## config.mk

```make
export PLATFORM = sky130hd
export DESIGN_NAME = adc_result_buffer_sequencer
export DESIGN_NICKNAME = d
export VERILOG_FILES = /design/src/rtl/adc_seq_pkg.sv /design/src/rtl/adc_result_buffer_sequencer.sv
export SDC_FILE = /design/constraint.sdc
export NUM_CORES = 1
export LEC_CHECK = 0
export ABC_AREA = 0
export CAP_MARGIN = 5
export CORE_MARGIN = 2
export CORE_UTILIZATION = 45
export CTS_CLUSTER_SIZE = 14
export DETAILED_ROUTE_END_ITERATION = 8
export DONT_BUFFER_PORTS = 1
export PLACE_DENSITY = 0.58
export SLEW_MARGIN = 20
export SYNTH_ARGS = -nofsm -noshare
export SYNTH_HDL_FRONTEND = slang
export SYNTH_SLANG_ARGS = --single-unit
```

## constraint.sdc

```tcl
create_clock -name clk -period 2.6 [get_ports clk]
set_input_delay 0.13 -clock clk [delete_from_list [all_inputs] [get_ports clk]]
set_output_delay 0.13 -clock clk [all_outputs]
set_load 0.02 [all_outputs]
```

## src/rtl/adc_seq_pkg.sv

```systemverilog
package adc_seq_pkg;

  // widths
  localparam int unsigned DATA_W  = 16;
  localparam int unsigned ADDR_W  = 5;
  localparam int unsigned RES_W   = 12;
  localparam int unsigned CH_W    = 5;
  localparam int unsigned NUM_CH  = 32;
  localparam int unsigned NUM_BUF = 16;
  localparam int unsigned PTR_W   = 4;
  localparam int unsigned SMPI_W  = 4;
  localparam int unsigned ST_W    = 3;

  // register offsets on the plain register port
  localparam logic [4:0] CTRL1_ADDR    = 5'h00; // converter_control_one
  localparam logic [4:0] CTRL2_ADDR    = 5'h01; // converter_control_two
  localparam logic [4:0] CHSEL_ADDR    = 5'h02;
  localparam logic [4:0] SCAN_LO_ADDR  = 5'h03; // scan_select_low
  localparam logic [4:0] SCAN_HI_ADDR  = 5'h04; // scan_select_high
  localparam logic [4:0] STAT_ADDR     = 5'h05;
  localparam logic [4:0] MASK_ADDR     = 5'h06;
  localparam logic [4:0] DMA_PTR_ADDR  = 5'h07;
  localparam logic [4:0] BUF_BASE_ADDR = 5'h10; // result_buffer_first .. result_buffer_last

  // field positions
  localparam int unsigned C1_DONE     = 0;
  localparam int unsigned C1_SAMPLE_START_BIT     = 1;  // sample_start_bit
  localparam int unsigned C1_AUTO     = 2;
  localparam int unsigned C1_ON       = 15;
  localparam int unsigned C2_ALT      = 0;
  localparam int unsigned C2_SMPI_LSB = 2;  // samples_per_interrupt
  localparam int unsigned C2_DMA      = 8;  // dma_result_mode_enable
  localparam int unsigned C2_OPAMP    = 9;
  localparam int unsigned C2_SCAN     = 10; // scan_inputs_enable
  localparam int unsigned CHA_LSB     = 0;  // primary_input_mux
  localparam int unsigned CHB_LSB     = 8;
  localparam int unsigned ST_INTERVAL = 0;
  localparam int unsigned ST_OVERRUN  = 1;
  localparam int unsigned ST_CLAIM    = 2;

  // values after reset
  localparam logic [15:0] REG_RST   = 16'h0000;
  localparam logic [31:0] SCAN_RST  = 32'h0000_0000;
  localparam logic [2:0]  STAT_RST  = 3'h0;

  // pins claimed by the second op amp
  localparam logic [31:0] CLAIM_MASK = 32'h0000_0007;
  localparam logic [4:0]  CLAIM_PINS = 5'h03;

  // automatic sample time
  localparam int unsigned CLK_PERIOD_PS  = 5000;
  localparam int unsigned SAMPLE_TIME_NS = 100;
  localparam int unsigned SAMPLE_CYCLES  =
    (SAMPLE_TIME_NS * 1000 + CLK_PERIOD_PS - 1) / CLK_PERIOD_PS;
  localparam logic [7:0]  SAMPLE_LAST    = 8'(SAMPLE_CYCLES - 1);

  // dma address advances once per group of conversions
  localparam logic [4:0]  DMA_GRP_LAST = 5'h1F;

  typedef enum logic [1:0] {
    ST_IDLE    = 2'b00,
    ST_SAMPLE  = 2'b01,
    ST_CONVERT = 2'b11
  } seq_state_t;

endpackage : adc_seq_pkg

```

## src/rtl/adc_result_buffer_sequencer.sv

```systemverilog
`timescale 1ns/1ps

module adc_result_buffer_sequencer (
  // clock and reset
  input  wire logic        clk,
  input  wire logic        rst,
  // register port
  input  wire logic [4:0]  addr,
  input  wire logic [15:0] wdata,
  input  wire logic        wr_en,
  input  wire logic        rd_en,
  output logic      [15:0] rdata,
  // converter core
  output logic             conv_start,
  output logic      [4:0]  conv_channel,
  input  wire logic        conv_done,
  input  wire logic [11:0] conv_result,
  // dma side
  output logic             dma_req,
  output logic      [15:0] dma_addr,
  // interrupt
  output logic             irq
);

  adc_seq_pkg::seq_state_t state_q;
  logic        on_q, auto_q, sample_start_bit_q, done_q;
  logic        alt_en_q, dma_en_q, opamp_q, scan_en_q;
  logic [3:0]  smpi_q, seq_cnt_q, ptr_q;
  logic [4:0]  ch_a_q, ch_b_q, scan_idx_q, dma_grp_q;
  logic [31:0] scan_list_q;
  logic [2:0]  stat_q, mask_q;
  logic [7:0]  sample_start_bit_cnt_q;
  logic        alt_sel_q, conv_alt_q, unread_q;
  logic [15:0] rdata_q, dma_addr_q;
  logic        conv_start_q, dma_req_q, irq_q;
  logic [4:0]  conv_ch_q;
  logic [11:0] buf_q [adc_seq_pkg::NUM_BUF];

  logic        wr_c1, wr_c2, wr_stat, rd_buf0;
  logic [31:0] scan_eff;
  logic [4:0]  scan_ch, sel_ch;
  logic        claimed, start_go, conv_fire, last_conv;
  logic [2:0]  stat_set;

  // lowest enabled entry at or after start, else lowest enabled entry overall
  function automatic logic [4:0] first_set(input logic [31:0] list, input logic [4:0] from);
    logic [4:0] r;
    logic [4:0] lo;
    logic       hit;
    r   = from;
    lo  = from;
    hit = 1'b0;
    for (int i = 31; i >= 0; i--) begin
      if (list[i]) begin
        lo = 5'(i);
      end
      if (list[i] && (5'(i) >= from)) begin
        r   = 5'(i);
        hit = 1'b1;
      end
    end
    if (!hit) begin
      r = lo;
    end
    return r;
  endfunction : first_set

  // decode and channel choice
  assign wr_c1    = wr_en && (addr == adc_seq_pkg::CTRL1_ADDR);
  assign wr_c2    = wr_en && (addr == adc_seq_pkg::CTRL2_ADDR);
  assign wr_stat  = wr_en && (addr == adc_seq_pkg::STAT_ADDR);
  assign rd_buf0  = rd_en && (addr == adc_seq_pkg::BUF_BASE_ADDR);
  assign scan_eff = scan_list_q & (opamp_q ? ~adc_seq_pkg::CLAIM_MASK : 32'hFFFF_FFFF);
  assign scan_ch  = first_set(scan_eff, scan_idx_q);
  assign sel_ch   = alt_sel_q ? ch_b_q : (scan_en_q ? scan_ch : ch_a_q);
  assign claimed  = opamp_q && (sel_ch < adc_seq_pkg::CLAIM_PINS);
  assign start_go = (state_q == adc_seq_pkg::ST_SAMPLE) &&
                    (auto_q ? (sample_start_bit_cnt_q == adc_seq_pkg::SAMPLE_LAST) : !sample_start_bit_q);
  assign conv_fire = (state_q == adc_seq_pkg::ST_CONVERT) && conv_done;
  assign last_conv = (seq_cnt_q == smpi_q);

  // sequencer: idle, sample, convert
  always_ff @(posedge clk) begin
    if (rst) begin
      state_q    <= adc_seq_pkg::ST_IDLE;
      sample_start_bit_cnt_q <= 8'h00;
    end else begin
      unique case (state_q)
        adc_seq_pkg::ST_IDLE: begin
          sample_start_bit_cnt_q <= 8'h00;
          if (on_q && (auto_q || sample_start_bit_q)) begin
            state_q <= adc_seq_pkg::ST_SAMPLE;
          end
        end
        adc_seq_pkg::ST_SAMPLE: begin
          sample_start_bit_cnt_q <= sample_start_bit_cnt_q + 8'h01;
          if (!on_q || (start_go && claimed)) begin
            state_q <= adc_seq_pkg::ST_IDLE; // a claimed input is never converted
          end else if (start_go) begin
            state_q <= adc_seq_pkg::ST_CONVERT;
          end
        end
        adc_seq_pkg::ST_CONVERT: begin
          if (conv_done) begin
            state_q <= adc_seq_pkg::ST_IDLE;
          end
        end
        default: begin
          state_q <= adc_seq_pkg::ST_IDLE;
        end
      endcase
    end
  end

  // converter control one: on, auto sample, sample start, done
  always_ff @(posedge clk) begin
    if (rst) begin
      on_q   <= 1'b0;
      auto_q <= 1'b0;
      sample_start_bit_q <= 1'b0;
      done_q <= 1'b0;
    end else begin
      if (wr_c1) begin
        on_q   <= wdata[adc_seq_pkg::C1_ON];
        auto_q <= wdata[adc_seq_pkg::C1_AUTO];
        sample_start_bit_q <= wdata[adc_seq_pkg::C1_SAMPLE_START_BIT];
        done_q <= wdata[adc_seq_pkg::C1_DONE]; // software clear ahead of sampling
      end
      if (state_q == adc_seq_pkg::ST_IDLE && on_q && auto_q) begin
        sample_start_bit_q <= 1'b1;
      end
      if (start_go && auto_q) begin
        sample_start_bit_q <= 1'b0;
      end
      if (start_go && !claimed) begin
        done_q <= 1'b0; // a real start or a control one write with bit C1_DONE low clears it, a claimed start does not
      end
      if (conv_fire) begin
        done_q <= 1'b1; // holds through next sampling
      end
    end
  end

  // converter control two, channel select and scan list
  always_ff @(posedge clk) begin
    if (rst) begin
      alt_en_q    <= 1'b0;
      smpi_q      <= 4'h0;
      dma_en_q    <= 1'b0;
      opamp_q     <= 1'b0;
      scan_en_q   <= 1'b0;
      ch_a_q      <= 5'h00;
      ch_b_q      <= 5'h00;
      scan_list_q <= adc_seq_pkg::SCAN_RST;
      mask_q      <= adc_seq_pkg::STAT_RST;
    end else if (wr_en) begin
      if (addr == adc_seq_pkg::CTRL2_ADDR) begin
        alt_en_q  <= wdata[adc_seq_pkg::C2_ALT];
        smpi_q    <= wdata[adc_seq_pkg::C2_SMPI_LSB +: adc_seq_pkg::SMPI_W];
        dma_en_q  <= wdata[adc_seq_pkg::C2_DMA];
        opamp_q   <= wdata[adc_seq_pkg::C2_OPAMP];
        scan_en_q <= wdata[adc_seq_pkg::C2_SCAN];
      end
      if (addr == adc_seq_pkg::CHSEL_ADDR) begin
        ch_a_q <= wdata[adc_seq_pkg::CHA_LSB +: adc_seq_pkg::CH_W];
        ch_b_q <= wdata[adc_seq_pkg::CHB_LSB +: adc_seq_pkg::CH_W];
      end
      if (addr == adc_seq_pkg::SCAN_LO_ADDR) begin
        scan_list_q[15:0] <= wdata;
      end
      if (addr == adc_seq_pkg::SCAN_HI_ADDR) begin
        scan_list_q[31:16] <= wdata;
      end
      if (addr == adc_seq_pkg::MASK_ADDR) begin
        mask_q <= wdata[adc_seq_pkg::ST_W-1:0];
      end
    end
  end

  // conversion launch toward the core
  always_ff @(posedge clk) begin
    if (rst) begin
      conv_start_q <= 1'b0;
      conv_ch_q    <= 5'h00;
      conv_alt_q   <= 1'b0;
    end else begin
      conv_start_q <= start_go && !claimed;
      if (start_go && !claimed) begin
        conv_ch_q  <= sel_ch;
        conv_alt_q <= alt_sel_q;
      end
    end
  end

  // interval counter, scan position and alternate half
  always_ff @(posedge clk) begin
    if (rst) begin
      seq_cnt_q  <= 4'h0;
      scan_idx_q <= 5'h00;
      alt_sel_q  <= 1'b0;
    end else if (wr_c2) begin
      seq_cnt_q  <= 4'h0; // a new setting starts a fresh interval
      scan_idx_q <= 5'h00;
      alt_sel_q  <= 1'b0;
    end else if (conv_fire) begin
      seq_cnt_q <= last_conv ? 4'h0 : seq_cnt_q + 4'h1;
      alt_sel_q <= alt_en_q && !alt_sel_q && !last_conv;
      if (last_conv) begin
        scan_idx_q <= 5'h00; // list restarts at its first entry
      end else if (!conv_alt_q) begin
        scan_idx_q <= conv_ch_q + 5'h01;
      end
    end
  end

  // result placement by sequence position only
  always_ff @(posedge clk) begin
    if (rst) begin
      ptr_q <= 4'h0;
    end else if (wr_c2 || dma_en_q) begin
      ptr_q <= 4'h0; // dma mode keeps the pointer on the first buffer
    end else if (conv_fire) begin
      ptr_q <= last_conv ? 4'h0 : ptr_q + 4'h1;
    end
  end

  // result storage, one word per buffer; cleared at reset so a slot never written reads as zero
  always_ff @(posedge clk) begin
    if (rst) begin
      for (int i = 0; i < adc_seq_pkg::NUM_BUF; i++) begin
        buf_q[i] <= 12'h000;
      end
    end else if (conv_fire) begin
      buf_q[dma_en_q ? 4'h0 : ptr_q] <= conv_result;
    end
  end

  // dma request and address pointer
  always_ff @(posedge clk) begin
    if (rst) begin
      dma_req_q  <= 1'b0;
      dma_grp_q  <= 5'h00;
      dma_addr_q <= 16'h0000;
      unread_q   <= 1'b0;
    end else begin
      dma_req_q <= conv_fire && dma_en_q;
      if (conv_fire && dma_en_q) begin
        dma_grp_q <= dma_grp_q + 5'h01;
        if (dma_grp_q == adc_seq_pkg::DMA_GRP_LAST) begin
          dma_addr_q <= dma_addr_q + 16'h0001;
        end
      end
      if (rd_buf0 || !dma_en_q) begin
        unread_q <= 1'b0;
      end
      if (conv_fire && dma_en_q) begin
        unread_q <= 1'b1; // a landing result wins over a read in the same cycle
      end
    end
  end

  // sticky status events
  always_comb begin
    stat_set = 3'h0;
    stat_set[adc_seq_pkg::ST_INTERVAL] = conv_fire && last_conv;
    stat_set[adc_seq_pkg::ST_OVERRUN]  = conv_fire && dma_en_q && unread_q;
    stat_set[adc_seq_pkg::ST_CLAIM]    = start_go && claimed;
  end

  // write one to clear, a set in the same cycle wins
  always_ff @(posedge clk) begin
    if (rst) begin
      stat_q <= adc_seq_pkg::STAT_RST;
    end else begin
      stat_q <= (stat_q & ~(wr_stat ? wdata[adc_seq_pkg::ST_W-1:0] : 3'h0)) | stat_set;
    end
  end

  // level interrupt, one cycle behind the status
  always_ff @(posedge clk) begin
    if (rst) begin
      irq_q <= 1'b0;
    end else begin
      irq_q <= |(stat_q & mask_q);
    end
  end

  // read data stand only in the cycle after the strobe
  always_ff @(posedge clk) begin
    if (rst) begin
      rdata_q <= 16'h0000;
    end else if (!rd_en) begin
      rdata_q <= 16'h0000;
    end else if (addr >= adc_seq_pkg::BUF_BASE_ADDR) begin
      rdata_q <= {4'h0, buf_q[addr[3:0]]};
    end else begin
      unique case (addr)
        adc_seq_pkg::CTRL1_ADDR:   rdata_q <= {on_q, 12'h000, auto_q, sample_start_bit_q, done_q};
        adc_seq_pkg::CTRL2_ADDR:   rdata_q <= {5'h00, scan_en_q, opamp_q, dma_en_q,
                                               2'h0, smpi_q, 1'b0, alt_en_q};
        adc_seq_pkg::CHSEL_ADDR:   rdata_q <= {3'h0, ch_b_q, 3'h0, ch_a_q};
        adc_seq_pkg::SCAN_LO_ADDR: rdata_q <= scan_list_q[15:0];
        adc_seq_pkg::SCAN_HI_ADDR: rdata_q <= scan_list_q[31:16];
        adc_seq_pkg::STAT_ADDR:    rdata_q <= {13'h0000, stat_q};
        adc_seq_pkg::MASK_ADDR:    rdata_q <= {13'h0000, mask_q};
        adc_seq_pkg::DMA_PTR_ADDR: rdata_q <= dma_addr_q;
        default:                   rdata_q <= 16'h0000; // unmapped reads as zero
      endcase
    end
  end

  assign rdata        = rdata_q;
  assign conv_start   = conv_start_q;
  assign conv_channel = conv_ch_q;
  assign dma_req      = dma_req_q;
  assign dma_addr     = dma_addr_q;
  assign irq          = irq_q;
endmodule : adc_result_buffer_sequencer

```

# Word-level counts from Yosys, hierarchy flattened
# Memory sizes are Yosys's and may differ from the RTL's.
# Cells that the tools add are included.
# classes
n_addsub,6
multipliers,0
n_div,0
magnitude_cmp,34
eq_ne,17
shifts,0
muxes,130
bitwise_logic,6
reduce_logical,81
# ops
cell,n
$mux W5,69
$pmux W16 S8,1
$ge A5 B5 Y1 const A,16
$logic_and A1 B1 Y1,50
$mux W1,46
$ge A4 B5 Y1 const A,8
$and A32 B32 Y32,1
$mux W12,2
$eq A5 B3 Y1 const B,4
$ge A3 B5 Y1 const A,4
$add A16 B1 Y16 const B,1
$mux W4,4
$pmux W8 S2,1
$reduce_and A2 Y1,7
$reduce_or A12 Y1,1
$add A5 B1 Y5 const B,2
$eq A5 B2 Y1 const B,2
$eq A5 B5 Y1 const B,2
$ge A1 B5 Y1 const A,2
$ge A2 B5 Y1 const A,2
$add A4 B1 Y4 const B,2
$add A8 B1 Y8 const B,1
$eq A8 B5 Y1 const B,1
$mux W2,4
other kinds (24),41
# totals
regBits,131
latch_bits,0
ram_bits,192
mem_bits_ro,0
inputBits,38
out_inout_bits,40
mem_count,1
# mem_list
name,words,width,read_ports,rd_clocked_by_memory_dff,wr,line,rtl
buf_q,16,12,1,0,16,adc_result_buffer_sequencer.sv:37,logic [11:0] buf_q [adc_seq_pkg::NUM_BUF];

# Longest topological paths before layout
# logic_depth
ltp_word,44
mapped_depth,12
depth_no_buf,10

# Least setup slack after synthesis
# No wires, ideal clock.
# synth_path
path_type,reg2reg
from,reg scan_idx_q[0]
to,reg state_q[0]
setup_time_ps,120
t_arrival_ps,2691
path_slack_ps,-211
path_stages_with_launch,12
n_path_buf,1
period_less_slack_ps,2811
cell_sequence,dfxtp_1 > buf_4 > nand2_1 > o311a_1 > a2111o_1 > nor4_4 > nand3_2 > a311oi_2 > nand4_2 > a21oi_4 > a211oi_1 > o31a_1
# synth_between
elab_chain_len,43
elab_cells_between_ends,171
cone_classes,33 x order compare; 1 x eq/ne; 101 x mux; 36 x reduce/logical
# synth_lines
item,line,rtl
start: declaration,adc_result_buffer_sequencer.sv:29,"logic [4:0] ch_a_q, ch_b_q, scan_idx_q, dma_grp_q;"
start signal: assignment,adc_result_buffer_sequencer.sv:211,scan_idx_q <= conv_ch_q + 5'h01;
$ge A5 B5 Y1,adc_result_buffer_sequencer.sv:57,if (list[i] && (5'(i) >= from)) begin
$logic_and A1 B1 Y1,adc_result_buffer_sequencer.sv:57,
$mux W5 or $mux W1 (tied branches) (32 in a row),adc_result_buffer_sequencer.sv:57,
$mux W5 *,adc_result_buffer_sequencer.sv:62,if (!hit) begin
$mux W5 * (2 in a row),adc_result_buffer_sequencer.sv:75,assign sel_ch = alt_sel_q ? ch_b_q : (scan_en_q ? scan_ch : ch_a_q);
$lt A5 B2 Y1 *,adc_result_buffer_sequencer.sv:76,assign claimed = opamp_q && (sel_ch < adc_seq_pkg::CLAIM_PINS);
$logic_and A1 B1 Y1 *,adc_result_buffer_sequencer.sv:76,
$logic_and A1 B1 Y1 *,adc_result_buffer_sequencer.sv:97,if (!on_q || (start_go && claimed)) begin
$logic_or A1 B1 Y1 *,adc_result_buffer_sequencer.sv:97,
$ne A3 B2 Y1 (no source line) or $mux W2 (tied branches),-,
$reduce_and A3 Y1 (no source line) or $pmux W2 S3 (tied branches),-,
end signal: assignment,adc_result_buffer_sequencer.sv:98,state_q <= adc_seq_pkg::ST_IDLE;
end signal: assignment,adc_result_buffer_sequencer.sv:100,state_q <= adc_seq_pkg::ST_CONVERT;
end signal: assignment,adc_result_buffer_sequencer.sv:105,state_q <= adc_seq_pkg::ST_IDLE;
end: declaration,adc_result_buffer_sequencer.sv:25,adc_seq_pkg::seq_state_t state_q;
# Every way passes the cells marked *; elsewhere a longest branch is shown, timed or not.
# A chain may end at the register's enable or synchronous reset.

# Worst setup path after layout
# layout_path
from,reg scan_idx_q[2]
to,"reg conv_ch_q[1], in the netlist conv_channel[1]"
# layout_between
elab_chain_len,41
elab_cells_between_ends,167
cone_classes,33 x order compare; 99 x mux; 35 x reduce/logical
# layout_lines
item,line,rtl
$ge A5 B5 Y1,adc_result_buffer_sequencer.sv:57,
$logic_and A1 B1 Y1,adc_result_buffer_sequencer.sv:57,
$mux W5 or $mux W1 (tied branches) (32 in a row),adc_result_buffer_sequencer.sv:57,
$mux W5 *,adc_result_buffer_sequencer.sv:62,
$mux W5 * (2 in a row),adc_result_buffer_sequencer.sv:75,
$lt A5 B2 Y1,adc_result_buffer_sequencer.sv:76,
$logic_and A1 B1 Y1,adc_result_buffer_sequencer.sv:76,
$logic_not A1 Y1,adc_result_buffer_sequencer.sv:188,if (start_go && !claimed) begin
$logic_and A1 B1 Y1,adc_result_buffer_sequencer.sv:188,
end signal: assignment,adc_result_buffer_sequencer.sv:189,conv_ch_q <= sel_ch;
end: declaration,adc_result_buffer_sequencer.sv:36,logic [4:0] conv_ch_q;
# Marked as above.

==> qor.tcl <==
set qor(status) {finished with violations}
set qor(failed_checks) {negative setup slack}
set qor(synth_seq_area_share_pct) 53.49
set qor(die_area_sq_mm) 0.03636
set qor(finalSetupTns_ns) -2.919
set qor(power.share.sequential_pct) 48.6
set qor(fillers) 3003
set qor(worst_ep_arrival_time_ns) 3.36
set qor(first_global_vias) 12336
set qor(synthArstFlopShare_pct) 0
set qor(detailed_place.area_sq_mm) 0.01725
set qor(p_leak_nw) 7.016
set qor(max-cap-violations) 0
set qor(worst_ep_required_time_ns) 3.02
set qor(synth_flop_cell) {edfxtp_1}
set qor(htree_num_levels) 2
set qor(syn-instance-count) 1450
set qor(crit_path_max_fanout) 8
set qor(post_drt_via_cell_ratio) 5.793
set qor(syn_area_per_cell_sq_um) 10.82
set qor(dr_total_vias) 12188
set qor(yosys_warnings) 0
set qor(syn-cell-area_sq_mm) 0.01568
set qor(mostFrequentLayoutCells) {195 x and2_1, 192 x edfxtp_1, 191 x buf_4}
set qor(grt_first_pass_wirelength_microns) 76580
set qor(pre_cts_slack_ns) -0.4708
set qor(ys_ff_latch) 323
set qor(slew_viol_final) 0
set qor(post-route-drc-count) 0
set qor(cts_inserted_buffers) 38
set qor(timing.final.crit_share_pct) 113.0
set qor(comb_power_share_pct) 6.0
set qor(setup_ws_ns) -0.3374
set qor(cts_tree) {yes}
set qor(powerDensity_mw_per_mm2) 604.5
set qor(root_buffer) {clkbuf_16}
set qor(critPathKind) {reg2reg}
set qor(detailedRoute.firstIterationViolations) 1051
set qor(grt_antenna_before_repair) 1
set qor(core.rowCount) 68
set qor(sw_frac_of_total_pct) 22.44
set qor(insertion_delay_ns) 0.55
set qor(io_buffer_count) 0
set qor(timing.final.hold_violations) 0
set qor(die_w_microns) 190.7
set qor(core_area_sq_mm) 0.03446
set qor(chipHeight_microns) 190.7
set qor(worst_slew_margin_rel_pct) 44.93
set qor(syn-num-nets) 1495
set qor(postRouteWirelength_microns) 51010
set qor(number_of_distinct_library_cell_variants_in_the_gate_level_netlist_after_synthesis) 80
set qor(final.min_clock_period_ns) 2.937
set qor(maximum_operating_frequency_ghz) 0.3404
set qor(firstDrtPassIters) 5
set qor(globalRouteTotalUtil_pct) 28.51
set qor(fin_nets) 1666
set qor(ant_nets) 0
set qor(worst_pin_slew_ns) 0.8175
set qor(grt_max_degree) 91
set qor(rsz0062_at_grt) {yes}
set qor(place.gp.congestion) 0.8893
set qor(boundaryPins) 78
set qor(syn_to_final_growth_pct) 21.75
set qor(initial_cell_density_of_the_core_pct) 45.51
set qor(mostFrequentLayoutCell) {and2_1}
set qor(timing.critical_path.to_type) {register}
set qor(clkPwrFrac_pct) 45.4
set qor(routed_wire_length_per_instance_microns) 24.24
set qor(postLayoutCellArea_sq_mm) 0.01909
set qor(detailed_place_hpwl_microns) 35210
set qor(min_path_type) {in2reg}
set qor(crit_path_start_kind) {register}
set qor(synth_edf_count) 192
set qor(cts-root-to-sink-buffers) 3
set qor(power_report.internal_total_mw) 8.952
set qor(clk_sinks) 323
set qor(total_switching_power_mw) 2.590
set qor(clkSlewWorstSetupHoldPaths_ns) 0.06
set qor(vdd_ir_drop_max_uv) 584.1
set qor(final_setup_violation_count) 11
set qor(globalRouteOverflowTotal) 0
set qor(finalClockSkew_ns) 0.02234
set qor(drive_above_1_share_pct) 21.78
## through the flow
step	hold WS, ns	instances	util [%]	total power, mW
finish	0.008589	2104	55.41	11.54
global route	0.02024	2104	55.41	11.87
CTS	0.006367	2101	55.35	11.63
detailed placement	0.2130	1982	50.05	6.246
global placement	0.2100	1982	50.05	6.238
floorplan	0.2660	1450	-	6.114
## cell families (layout without fill, tap and decap cells)
family	count (synthesis)	in the layout	synth area share, %
compound gates	285	285	12.12
xor+xnor	29	29	1.620
fa+ha+maj	7	7	0.5585
buf+inv	125	323	3.088
flops	323	323	53.49
mux	65	65	8.952
other cells	0	1	0
simple gates	616	616	20.18
## power by group through the flow
| stage | Sequential [mW] | Clock [mW] | Combinational [mW] |
|---|---|---|---|
| after floorplan | 5.70 | 0 | 0.410 |
| after global placement | 5.72 | 0 | 0.521 |
| after detailed placement | 5.72 | 0 | 0.521 |
| after CTS | 5.61 | 5.33 | 0.685 |
| after global routing | 5.62 | 5.53 | 0.721 |
| final | 5.61 | 5.24 | 0.689 |
## metal layers
layer	up-vias	wire [microns]	share of wire (%)	GRT usage, %
met5	-	0	0	0
met4	0	2485	4.9	13.24
met3	125	3242	6.4	5.024
met2	445	25260	50	49.29
met1	5952	20020	39	34.65
li1	5666	-	-	-
## worst paths after layout
check	from	to	slack, ns	cells past startpoint
worst max register to register	scan_idx_q[2]	conv_channel[1]	-0.34	14
worst min register to register	dma_grp_q[4]	dma_grp_q[4]	0.47	2
worst max-delay path	scan_idx_q[2]	conv_channel[1]	-0.34	14
worst min-delay path	addr[2]	rdata[6]	0.009	3
## registers in the layout, summed over array words and instances, names as in the netlist, 4 cells and up
signal / cells
buf_q: 192
scan_list_q: 32
dma_addr: 16
rdata: 16
sample_start_bit_cnt_q: 8
ch_a_q: 5
ch_b_q: 5
conv_channel: 5
dma_grp_q: 5
scan_idx_q: 5
ptr_q: 4
seq_cnt_q: 4
smpi_q: 4
## Yosys cell counts, types with 3 or more instances
| cell | count | share of area, % |
|---|---|---|
| and2_1 | 195 | 7.8 |
| edfxtp_1 | 192 | 37 |
| nand2_1 | 155 | 3.7 |
| dfxtp_1 | 131 | 17 |
| nor2_1 | 102 | 2.4 |
| a21oi_1 | 93 | 3.0 |
| clkbuf_1 | 91 | 2.2 |
| mux4_2 | 60 | 8.6 |
| nand3_1 | 58 | 1.9 |
| o21ai_0 | 46 | 1.5 |
| xor2_1 | 23 | 1.3 |
| a22oi_1 | 21 | 1.0 |
| nor3_1 | 21 | 0.67 |
| inv_1 | 18 | 0.43 |
| a31oi_1 | 16 | 0.64 |
| a222oi_1 | 13 | 0.83 |
| and3_1 | 11 | 0.44 |
| nand4_1 | 10 | 0.40 |
| nand2b_1 | 9 | 0.36 |
| nor2b_1 | 9 | 0.36 |
| o211ai_1 | 9 | 0.43 |
| o31ai_1 | 9 | 0.43 |
| or2_2 | 9 | 0.36 |
| or3_1 | 9 | 0.36 |
| a211oi_1 | 8 | 0.38 |
| buf_1 | 8 | 0.19 |
| ha_1 | 7 | 0.56 |
| buf_2 | 6 | 0.19 |
| nor3b_1 | 6 | 0.29 |
| xnor2_1 | 6 | 0.34 |
| a221oi_1 | 5 | 0.28 |
| nand3b_1 | 5 | 0.24 |
| nor4_1 | 5 | 0.20 |
| a21o_1 | 4 | 0.19 |
| o21ai_1 | 4 | 0.13 |
| o21bai_1 | 4 | 0.19 |
| a2111oi_0 | 3 | 0.17 |
| a311oi_1 | 3 | 0.17 |
| mux2i_1 | 3 | 0.19 |
| o211a_1 | 3 | 0.19 |
| o21a_1 | 3 | 0.14 |
## layout make-up
type / count / area [sq um] / area share (%)
Antenna cell: 1 / 2.502 / 0.01311
Clock buffer: 44 / 973.4 / 5.098
Clock inverter: 23 / 237.7 / 1.245
Inverter: 18 / 67.56 / 0.3539
Multi-Input combinational cell: 1002 / 6903 / 36.15
Sequential cell: 323 / 8404 / 44.02
Tap cell: 455 / 569.3 / 2.982
Timing Repair Buffer: 238 / 1936 / 10.14
## worst max-delay path, cell delays in order (launching register included)
cell and delay [ns]:
dfxtp_4 0.41, buf_6 0.12, nand2_1 0.06, o311ai_2 0.29, nand3b_1 0.22, nor4_4 0.39, nand3_2 0.15, buf_4 0.15
buf_4 0.12, nand3_1 0.07, nand3_1 0.15, a21oi_4 0.28, buf_6 0.14, nor2_4 0.04, o211a_1 0.21
## what timing repair did
item	CTS	global route
hold buffers	39	0
hold endpoints to repair	298	0
pin swaps	16	2
resized for setup	29	4
setup buffers	13	2
gates cloned	0	0
endpoints found under the setup margin	11	11
(Power assumes the default switching activity.)
